**src/pkg/fcc_pkg.sv**
```systemverilog
package fcc_pkg;

  // Register byte offsets
  localparam logic [4:0] OFS_CTRL = 5'h00;
  localparam logic [4:0] OFS_RES = 5'h04;
  localparam logic [4:0] OFS_NUM = 5'h08;
  localparam logic [4:0] OFS_DEN = 5'h0c;
  localparam logic [4:0] OFS_EXT = 5'h10;
  localparam logic [4:0] OFS_CMD = 5'h14;
  localparam logic [4:0] OFS_RATE = 5'h18;

  // Control register fields
  localparam int CTRL_SEL_LSB = 0;
  localparam int CTRL_SEL_W = 3;
  localparam int CTRL_EN_BIT = 8;

  // Command source codes
  localparam logic [2:0] SRC_CTL_QUAD = 3'h0;
  localparam logic [2:0] SRC_CTL_UPDN = 3'h2;
  localparam logic [2:0] SRC_MACH_QUAD = 3'h3;

  // Reset values
  localparam logic [2:0] RST_SEL = 3'h0;
  localparam logic RST_EN = 1'b0;
  localparam logic [15:0] RST_RES = 16'h0001;
  localparam logic [15:0] RST_NUM = 16'h0001;
  localparam logic [15:0] RST_DEN = 16'h0001;

  // Motor counts per revolution, plain default
  localparam logic [15:0] MOTOR_COUNTS_PER_REV = 16'h1000;

  // Timing
  localparam int CLK_MHZ = 100;
  localparam int RATE_WINDOW_US = 1000;
  localparam int RATE_WINDOW_CYCLES = RATE_WINDOW_US * CLK_MHZ;

  typedef enum logic [0:0] {ST_IDLE, ST_DRAIN} fcc_state_t;

endpackage

```
**src/fcc_edge_decoder.sv**
```systemverilog
`timescale 1ns/1ps
module fcc_edge_decoder (
  input wire logic core_clk,
  input wire logic rst,
  input wire logic a,
  input wire logic b,
  input wire logic updown,
  output logic inc,
  output logic dec
);

  logic prev_a_r;
  logic prev_b_r;
  wire ch_a = a ^ prev_a_r;
  wire ch_b = b ^ prev_b_r;
  wire one_ch = ch_a ^ ch_b;
  wire fwd = a ^ prev_b_r;
  wire rise_a = a & ~prev_a_r;
  wire rise_b = b & ~prev_b_r;
  // Every edge on one channel alone counts, both changing in one cycle counts nothing, A leading B counts up
  wire q_inc = one_ch & fwd;
  wire q_dec = one_ch & ~fwd;
  // Up line rises count up, down line rises count down
  wire u_inc = rise_a & ~rise_b;
  wire u_dec = rise_b & ~rise_a;

  assign inc = updown ? u_inc : q_inc;
  assign dec = updown ? u_dec : q_dec;

  always_ff @(posedge core_clk or posedge rst)
  begin
    if (rst)
    begin
      prev_a_r <= 1'b0;
      prev_b_r <= 1'b0;
    end
    else
    begin
      prev_a_r <= a;
      prev_b_r <= b;
    end
  end

endmodule

```
**src/fcc_follower.sv**
```systemverilog
`timescale 1ns/1ps
// Operation
// - Quadrature phase order sets count direction
// - Resolution equal lines, unity ratio: one revolution in quadrature, a quarter revolution in up/down
// - Source 0: quadrature on controller pair
// - Source 3: quadrature on machine pair
// - Up/down: A pulse increments count
// - Up/down: B pulse decrements count
// - Source 2: controller pair as up/down
// - Speed from pulse rate, travel from count
// - Scale by numerator, denominator, resolution
// - Negative numerator reverses command direction
// - Increments pass only while following enabled
module fcc_follower #(
  parameter int RATE_WINDOW_CYCLES = fcc_pkg::RATE_WINDOW_CYCLES
) (
  input wire logic core_clk,
  input wire logic rst,
  input wire logic [4:0] avs_address,
  input wire logic avs_read,
  input wire logic avs_write,
  input wire logic [31:0] avs_writedata,
  input wire logic [3:0] avs_byteenable,
  output logic [31:0] avs_readdata,
  output logic avs_waitrequest,
  input wire logic ctl_a,
  input wire logic ctl_b,
  input wire logic mach_a,
  input wire logic mach_b,
  output logic [31:0] pos_cmd,
  output logic cmd_step_up,
  output logic cmd_step_down
);

  logic [2:0] command_source_select_r;
  logic follow_en_r;
  logic [15:0] external_line_resolution_r;
  logic [15:0] ratio_numerator_r;
  logic [15:0] ratio_denominator_r;
  logic [31:0] external_position_count_r;
  logic [31:0] consumed_r;
  logic signed [47:0] resid_r;
  logic [31:0] motor_cmd_r;
  logic [31:0] rate_r;
  logic [31:0] win_sum_r;
  logic [31:0] win_cnt_r;
  logic step_up_r;
  logic step_down_r;
  logic ack_r;
  logic [31:0] readdata_r;
  fcc_pkg::fcc_state_t state_r;

  // Bus slave: one wait cycle, read data captured at the first edge
  wire req = avs_read | avs_write;
  wire wr_fire = avs_write & ack_r;
  wire [31:0] be_mask = {{8{avs_byteenable[3]}}, {8{avs_byteenable[2]}},
                         {8{avs_byteenable[1]}}, {8{avs_byteenable[0]}}};
  wire [4:0] word_addr = {avs_address[4:2], 2'b00};
  wire sel_ctrl = word_addr == fcc_pkg::OFS_CTRL;
  wire sel_res = word_addr == fcc_pkg::OFS_RES;
  wire sel_num = word_addr == fcc_pkg::OFS_NUM;
  wire sel_den = word_addr == fcc_pkg::OFS_DEN;
  wire sel_ext = word_addr == fcc_pkg::OFS_EXT;
  wire sel_cmd = word_addr == fcc_pkg::OFS_CMD;
  wire sel_rate = word_addr == fcc_pkg::OFS_RATE;
  wire [31:0] ctrl_word = {23'h0, follow_en_r, 5'h0, command_source_select_r};
  wire [31:0] ctrl_nxt = (ctrl_word & ~be_mask) | (avs_writedata & be_mask);
  wire [31:0] res_nxt = ({16'h0, external_line_resolution_r} & ~be_mask) | (avs_writedata & be_mask);
  wire [31:0] num_nxt = ({16'h0, ratio_numerator_r} & ~be_mask) | (avs_writedata & be_mask);
  wire [31:0] den_nxt = ({16'h0, ratio_denominator_r} & ~be_mask) | (avs_writedata & be_mask);
  wire [31:0] rd_mux = sel_ctrl ? ctrl_word :
                       sel_res ? {16'h0, external_line_resolution_r} :
                       sel_num ? {16'h0, ratio_numerator_r} :
                       sel_den ? {16'h0, ratio_denominator_r} :
                       sel_ext ? external_position_count_r :
                       sel_cmd ? motor_cmd_r :
                       sel_rate ? rate_r : 32'h0;

  assign avs_waitrequest = req & ~ack_r;
  assign avs_readdata = readdata_r;

  always_ff @(posedge core_clk or posedge rst)
  begin
    if (rst)
    begin
      ack_r <= 1'b0;
      readdata_r <= 32'h0;
    end
    else
    begin
      ack_r <= req & ~ack_r;
      if (avs_read & ~ack_r)
        readdata_r <= rd_mux;
    end
  end

  always_ff @(posedge core_clk or posedge rst)
  begin
    if (rst)
    begin
      command_source_select_r <= fcc_pkg::RST_SEL;
      follow_en_r <= fcc_pkg::RST_EN;
      external_line_resolution_r <= fcc_pkg::RST_RES;
      ratio_numerator_r <= fcc_pkg::RST_NUM;
      ratio_denominator_r <= fcc_pkg::RST_DEN;
    end
    else if (wr_fire)
    begin
      if (sel_ctrl)
      begin
        command_source_select_r <= ctrl_nxt[fcc_pkg::CTRL_SEL_LSB +: fcc_pkg::CTRL_SEL_W];
        follow_en_r <= ctrl_nxt[fcc_pkg::CTRL_EN_BIT];
      end
      if (sel_res)
        external_line_resolution_r <= res_nxt[15:0];
      if (sel_num)
        ratio_numerator_r <= num_nxt[15:0];
      if (sel_den)
        ratio_denominator_r <= den_nxt[15:0];
    end
  end

  // Input port and decoding style selection
  wire src_ctl_quad = command_source_select_r == fcc_pkg::SRC_CTL_QUAD;
  wire src_ctl_updn = command_source_select_r == fcc_pkg::SRC_CTL_UPDN;
  wire src_mach_quad = command_source_select_r == fcc_pkg::SRC_MACH_QUAD;
  wire src_valid = src_ctl_quad | src_ctl_updn | src_mach_quad;
  // Machine pair only carries quadrature, up/down stays on controller pair
  wire in_a = src_mach_quad ? mach_a : ctl_a;
  wire in_b = src_mach_quad ? mach_b : ctl_b;
  wire dec_inc;
  wire dec_dec;

  fcc_edge_decoder u_dec (
    .core_clk(core_clk),
    .rst(rst),
    .a(in_a),
    .b(in_b),
    .updown(src_ctl_updn),
    .inc(dec_inc),
    .dec(dec_dec)
  );

  wire cnt_up = src_valid & dec_inc;
  wire cnt_dn = src_valid & dec_dec;

  always_ff @(posedge core_clk or posedge rst)
  begin
    if (rst)
      external_position_count_r <= 32'h0;
    else if (cnt_up)
      external_position_count_r <= external_position_count_r + 32'h1;
    else if (cnt_dn)
      external_position_count_r <= external_position_count_r - 32'h1;
  end

  // Gearing: each count adds numerator*motor_res, one motor count per divisor
  wire signed [32:0] step_val = $signed(ratio_numerator_r) * $signed({1'b0, fcc_pkg::MOTOR_COUNTS_PER_REV});
  wire [31:0] den_res = ratio_denominator_r * external_line_resolution_r;
  wire signed [47:0] divisor = $signed({14'h0, den_res, 2'b00});
  wire signed [47:0] step_ext = 48'(step_val);
  wire [31:0] pending = external_position_count_r - consumed_r;
  wire pend_pos = ~pending[31] & (pending != 32'h0);
  wire pend_neg = pending[31];
  wire gear_ok = follow_en_r & (ratio_denominator_r != 16'h0) & (external_line_resolution_r != 16'h0);
  wire over_pos = resid_r >= divisor;
  wire over_neg = resid_r <= -divisor;

  always_ff @(posedge core_clk or posedge rst)
  begin
    if (rst)
    begin
      state_r <= fcc_pkg::ST_IDLE;
      consumed_r <= 32'h0;
      resid_r <= 48'sh0;
      motor_cmd_r <= 32'h0;
      step_up_r <= 1'b0;
      step_down_r <= 1'b0;
    end
    else
    begin
      step_up_r <= 1'b0;
      step_down_r <= 1'b0;
      case (state_r)
        fcc_pkg::ST_IDLE:
        begin
          if (!gear_ok)
          begin
            consumed_r <= external_position_count_r;
            resid_r <= 48'sh0;
          end
          else if (pend_pos)
          begin
            consumed_r <= consumed_r + 32'h1;
            resid_r <= resid_r + step_ext;
            state_r <= fcc_pkg::ST_DRAIN;
          end
          else if (pend_neg)
          begin
            consumed_r <= consumed_r - 32'h1;
            resid_r <= resid_r - step_ext;
            state_r <= fcc_pkg::ST_DRAIN;
          end
        end
        fcc_pkg::ST_DRAIN:
        begin
          if (over_pos)
          begin
            resid_r <= resid_r - divisor;
            motor_cmd_r <= motor_cmd_r + 32'h1;
            step_up_r <= 1'b1;
          end
          else if (over_neg)
          begin
            resid_r <= resid_r + divisor;
            motor_cmd_r <= motor_cmd_r - 32'h1;
            step_down_r <= 1'b1;
          end
          else
            state_r <= fcc_pkg::ST_IDLE;
        end
        default: state_r <= fcc_pkg::ST_IDLE;
      endcase
    end
  end

  // Commanded speed: motor counts per rate window
  wire win_end = win_cnt_r == 32'(RATE_WINDOW_CYCLES - 1);
  wire [31:0] win_delta = step_up_r ? 32'h1 : (step_down_r ? 32'hffff_ffff : 32'h0);

  always_ff @(posedge core_clk or posedge rst)
  begin
    if (rst)
    begin
      win_cnt_r <= 32'h0;
      win_sum_r <= 32'h0;
      rate_r <= 32'h0;
    end
    else if (win_end)
    begin
      win_cnt_r <= 32'h0;
      win_sum_r <= 32'h0;
      rate_r <= win_sum_r + win_delta;
    end
    else
    begin
      win_cnt_r <= win_cnt_r + 32'h1;
      win_sum_r <= win_sum_r + win_delta;
    end
  end

  assign pos_cmd = motor_cmd_r;
  assign cmd_step_up = step_up_r;
  assign cmd_step_down = step_down_r;

  AST_QUAD_A_LEADS: assert property (@(posedge core_clk) disable iff (rst)
    (src_ctl_quad && $stable(command_source_select_r) && $rose(ctl_a) && !ctl_b && $stable(ctl_b))
    |=> external_position_count_r == $past(external_position_count_r) + 32'h1)
    else $error("A leading B did not count up");

  AST_QUAD_B_LEADS: assert property (@(posedge core_clk) disable iff (rst)
    (src_mach_quad && $stable(command_source_select_r) && $rose(mach_b) && !mach_a && $stable(mach_a))
    |=> external_position_count_r == $past(external_position_count_r) - 32'h1)
    else $error("B leading A did not count down");

  AST_CTL_PORT_ONLY: assert property (@(posedge core_clk) disable iff (rst)
    (src_ctl_quad && $stable(command_source_select_r) && $stable(ctl_a) && $stable(ctl_b))
    |=> $stable(external_position_count_r))
    else $error("Controller quadrature counted without controller edge");

  AST_MACH_PORT_ONLY: assert property (@(posedge core_clk) disable iff (rst)
    (src_mach_quad && $stable(command_source_select_r) && $stable(mach_a) && $stable(mach_b))
    |=> $stable(external_position_count_r))
    else $error("Machine quadrature counted without machine edge");

  AST_UP_PULSE: assert property (@(posedge core_clk) disable iff (rst)
    (src_ctl_updn && $stable(command_source_select_r) && $rose(ctl_a) && !$rose(ctl_b))
    |=> external_position_count_r == $past(external_position_count_r) + 32'h1)
    else $error("Up pulse did not increment");

  AST_DOWN_PULSE: assert property (@(posedge core_clk) disable iff (rst)
    (src_ctl_updn && $stable(command_source_select_r) && $rose(ctl_b) && !$rose(ctl_a))
    |=> external_position_count_r == $past(external_position_count_r) - 32'h1)
    else $error("Down pulse did not decrement");

  AST_UPDN_FALL_IGNORED: assert property (@(posedge core_clk) disable iff (rst)
    (src_ctl_updn && $stable(command_source_select_r) && !$rose(ctl_a) && !$rose(ctl_b))
    |=> $stable(external_position_count_r))
    else $error("Up/down counted without a rising pulse");

  AST_RESID_BOUND: assert property (@(posedge core_clk) disable iff (rst)
    (state_r == fcc_pkg::ST_DRAIN && !over_pos && !over_neg)
    |=> state_r == fcc_pkg::ST_IDLE && resid_r < divisor && resid_r > -divisor)
    else $error("Residue left outside one divisor");

  AST_NEG_RATIO_DIR: assert property (@(posedge core_clk) disable iff (rst)
    (state_r == fcc_pkg::ST_IDLE && gear_ok && pend_pos && ratio_numerator_r[15] && !over_pos)
    |=> ##[1:2] !step_up_r)
    else $error("Negative ratio stepped motor forward");

  AST_DISABLED_HOLD: assert property (@(posedge core_clk) disable iff (rst)
    (state_r == fcc_pkg::ST_IDLE && !follow_en_r) |=> $stable(motor_cmd_r) ##1 $stable(motor_cmd_r))
    else $error("Motor command moved while following disabled");

  AST_STEP_PULSE: assert property (@(posedge core_clk) disable iff (rst)
    step_up_r |-> motor_cmd_r == $past(motor_cmd_r) + 32'h1 && !step_down_r)
    else $error("Step pulse does not match command change");

endmodule

```
**config.mk**
```make
export PLATFORM = sky130hd
export DESIGN_NAME = fcc_follower
export DESIGN_NICKNAME = d
export VERILOG_FILES = /design/src/pkg/fcc_pkg.sv /design/src/fcc_edge_decoder.sv /design/src/fcc_follower.sv
export SDC_FILE = /design/constraint.sdc
export NUM_CORES = 2
export LEC_CHECK = 0
export ABC_CLOCK_PERIOD_IN_PS = 17400
export BUFFER_PORTS_ARGS = -buffer_cell sky130_fd_sc_hd__buf_2
export CAP_MARGIN = 0
export CELL_PAD_IN_SITES_DETAIL_PLACEMENT = 0
export CELL_PAD_IN_SITES_GLOBAL_PLACEMENT = 2
export CORE_UTILIZATION = 25
export CTS_CLUSTER_SIZE = 16
export DETAILED_ROUTE_END_ITERATION = 6
export PLACE_DENSITY_LB_ADDON = 0.1
export SYNTH_ARGS = -nofsm -noshare
export SYNTH_HDL_FRONTEND = slang
export SYNTH_SLANG_ARGS = --single-unit
export TNS_END_PERCENT = 10
```
**constraint.sdc**
```tcl
create_clock -name core_clk -period 17.4 [get_ports core_clk]
set_input_delay 0.87 -clock core_clk [delete_from_list [all_inputs] [get_ports core_clk]]
set_output_delay 0.87 -clock core_clk [all_outputs]
set_load 0.005 [all_outputs]
```
==> impl_metrics.toml <==
[outcome]
status = "complete, no violations"

[worst_setup_path]
r2r_cells = 43
crit_slowest_cell = "dfrtp_1"
r2r-start = "external_line_resolution_r[1]"
critPathBufInv = 4
r2r_setup_slack_ns = 3.29
regToRegEndpoint = "pos_cmd[31]"
cpMostUsedCell = "fa_1"
cp-start-kind = "flop"
path_max_fanout = 31
end_kind = "flop"
max_stage_delay_ns = 1.01
crit_family = "adder cells"
arrival_ns = 14.66
cp.required_ns = 17.95
setup.worst_path.class = "flop to flop"

[floorplanning]
io_pins = 116
core_um2 = 148000
die_h_um = 389
die_w_um = 389
die_area_um2 = 152000
start_util_pct = 25.3
rows = 141

[detailed_routing]
routed_via_density = 4.88
ant_nets = 0
drt-initial-drc-count = 1607
wl_um = 139000
vias = 31800
wl_per_cell_um = 21.3
drt_pass1_iterations = 5
drc = 0

[yosys]
ys_seq_area_share_pct = 21.9
synth_async_sr_flop_share_pct = 100
synth-xor-area-share_pct = 6.49
syn-instance-count = 4449
yosysUniqueCellTypes = 104
synth_compound_area_share_pct = 20.0
ys.flop_type = "dfrtp_1"
synth_edf_count = 0
yosysWarnings = 0
yosys.area_share.simple_pct = 17.4
netlist_area_um2 = 37500
synth_seq_cells = 328
avgSynthCellArea_um2 = 8.43
synth_top_family_by_area = "adder cells"
muxShareOfSynthArea_pct = 3.65
synth_adder_area_share_pct = 24.4
synth_fp_nets = 5108

[cts]
ctsResizeCount = 0
cts_tree = "done"
numCtsBuffers = 48
cts_sinks = 328
clk_latency_ns = 0.68
cts_htree_levels = 2
clockRootBuffer = "clkbuf_16"
cts_max_path_buffers = 3
cts_hold_buf = 0
clkTransAtPathRegs_ns = 0.06
post_cts_buffers = 0

[timing]
skew_ns = 0.0578
tightestPinTransition_ns = 1.07
grt_setup_unrepaired = "false"
slew_violations = 0
setup_violations = 0
maxSlewHeadroom_pct = 28.0
hold_violations = 0
finalCritPeriodShare_pct = 81.1
finalCriticalPeriod_ns = 14.11
max_freq_mhz = 70.9
setup_tns_ns = 0

[placement]
place_area_um2 = 40200
placed_cells = 6419
dp_hpwl_um = 107000
place.gp.congestion = 0.792
portBuffers = 95

[layout]
fill_cells = 16200
layout_commonest_cell = "nand2_1"
layout-drive-gt1-share_pct = 8.32
utilization_pct = 28.3
seq_area_um2 = 8210
num-nets-final = 5126
final_area_um2 = 42000
multiInputGateArea_um2 = 27000
syn2layout_area_growth_pct = 11.9
finalNonFillerCells = 6510
final_cell_mix = "450 x nand2_1, 408 x ha_1, 406 x inv_1"

[run]
max-cap-violations = 0

[global_route]
grt_pass1_wl_um = 212000
grt_pass1_vias = 32700
track_usage_pct = 18.2
antenna_found_initial = 10
grt_max_degree = 133
grt.overflow.total = 0

[min_path]
hold_path.class = "primary input to asynchronous set/reset pin"
[cell families (layout without fill, tap and decap cells)]
family                     Yosys count  after routing
muxes                              126            126
xor gates and xnor gates           277            277
DFF                                328            328
other                                0              1
and+or+nand+nor                   1340           1340
buffers and inverters              600            658
AOI/OAI and AO/OA                 1168           1168
adders and majority gates          610            610
[cells in the mapped netlist, drive strengths merged (17+ instances only)]
library cell	instances	area, µm²
nand2	451	1700
a22o	17	149
a221oi	20	181
nor3	86	430
nor2b	51	319
or3	42	263
mux2i	49	490
inv	409	1540
a31oi	31	194
buf	31	168
o21bai	35	263
nor2	263	987
dfrtp	325	8130
a22oi	23	173
o31ai	34	255
or2	18	113
o211ai	20	150
ha	408	5100
mux2	76	856
nand2b	40	250
xor2	92	813
a21oi	303	1530
fa	202	4040
a211oi	70	536
o21a	39	293
nand3	76	380
nor4	39	265
and3	32	200
a21o	128	961
o21ai	304	1520
xnor2	185	1620
clkbuf	160	601
nand4	52	332
and2	149	932
[metrics by stage]
stage               setup slack (ns)  hold slack (ns)
finish                          3.29            0.331
global route                    2.38            0.359
CTS                             3.08            0.318
detailed placement              3.19            0.445
global placement                3.16            0.450
floorplan                       5.37            0.438
[sequential cells by signal, indices dropped and copies added, names as in the netlist, 3 cells and up]
signal and flops:
ratio_numerator_r 16, avs_readdata 32, win_sum_r 32, external_position_count_r 32, consumed_r 32, win_cnt_r 32
pos_cmd 32, ratio_denominator_r 16, external_line_resolution_r 16, rate_r 32, resid_r 46, command_source_select_r 3
[layer usage]
layer / GRT usage (%) / vias up / share of wire [%]
met5: 0 / - / 0.050
met4: 4.29 / 12 / 2.1
met3: 3.38 / 125 / 4.3
met2: 29.7 / 423 / 46
met1: 24.8 / 15600 / 48
li1: - / 15600 / -
[worst reg2reg max path: cells and delay by family (launching register included)]
family,cells,cell delay (ns)
AOI/OAI and AO/OA,19,4.31
muxes,1,0.26
adders and majority gates,9,4.40
DFF,1,1.01
xor gates and xnor gates,2,0.92
and+or+nand+nor,8,2.65
buffers and inverters,4,0.47
[final cells by class]
| class | instances | share of cell area, % |
|---|---|---|
| clock inverter | 24 | 0.784 |
| tap | 2002 | 5.97 |
| inverter | 409 | 3.68 |
| clock buffer | 66 | 3.31 |
| timing repair buffer | 159 | 2.31 |
| multi-input combinational | 3521 | 64.4 |
| antenna | 1 | 0.00596 |
| sequential | 328 | 19.6 |
[worst max-delay path by stage]
stage	startpoint	to	slack (ns)	cells after the start
after CTS	external_line_resolution_r[1]	pos_cmd[31]	3.08	42
after floorplan	external_line_resolution_r[7]	pos_cmd[31]	5.37	46
after detailed placement	external_line_resolution_r[1]	pos_cmd[31]	3.19	42
after global placement	external_line_resolution_r[1]	pos_cmd[31]	3.16	44
after global routing	external_line_resolution_r[1]	pos_cmd[31]	2.38	44
final	external_line_resolution_r[1]	pos_cmd[31]	3.29	43
Power is not shown: default switching activity piles up to over one toggle a cycle in this logic, so the estimate is an artifact.
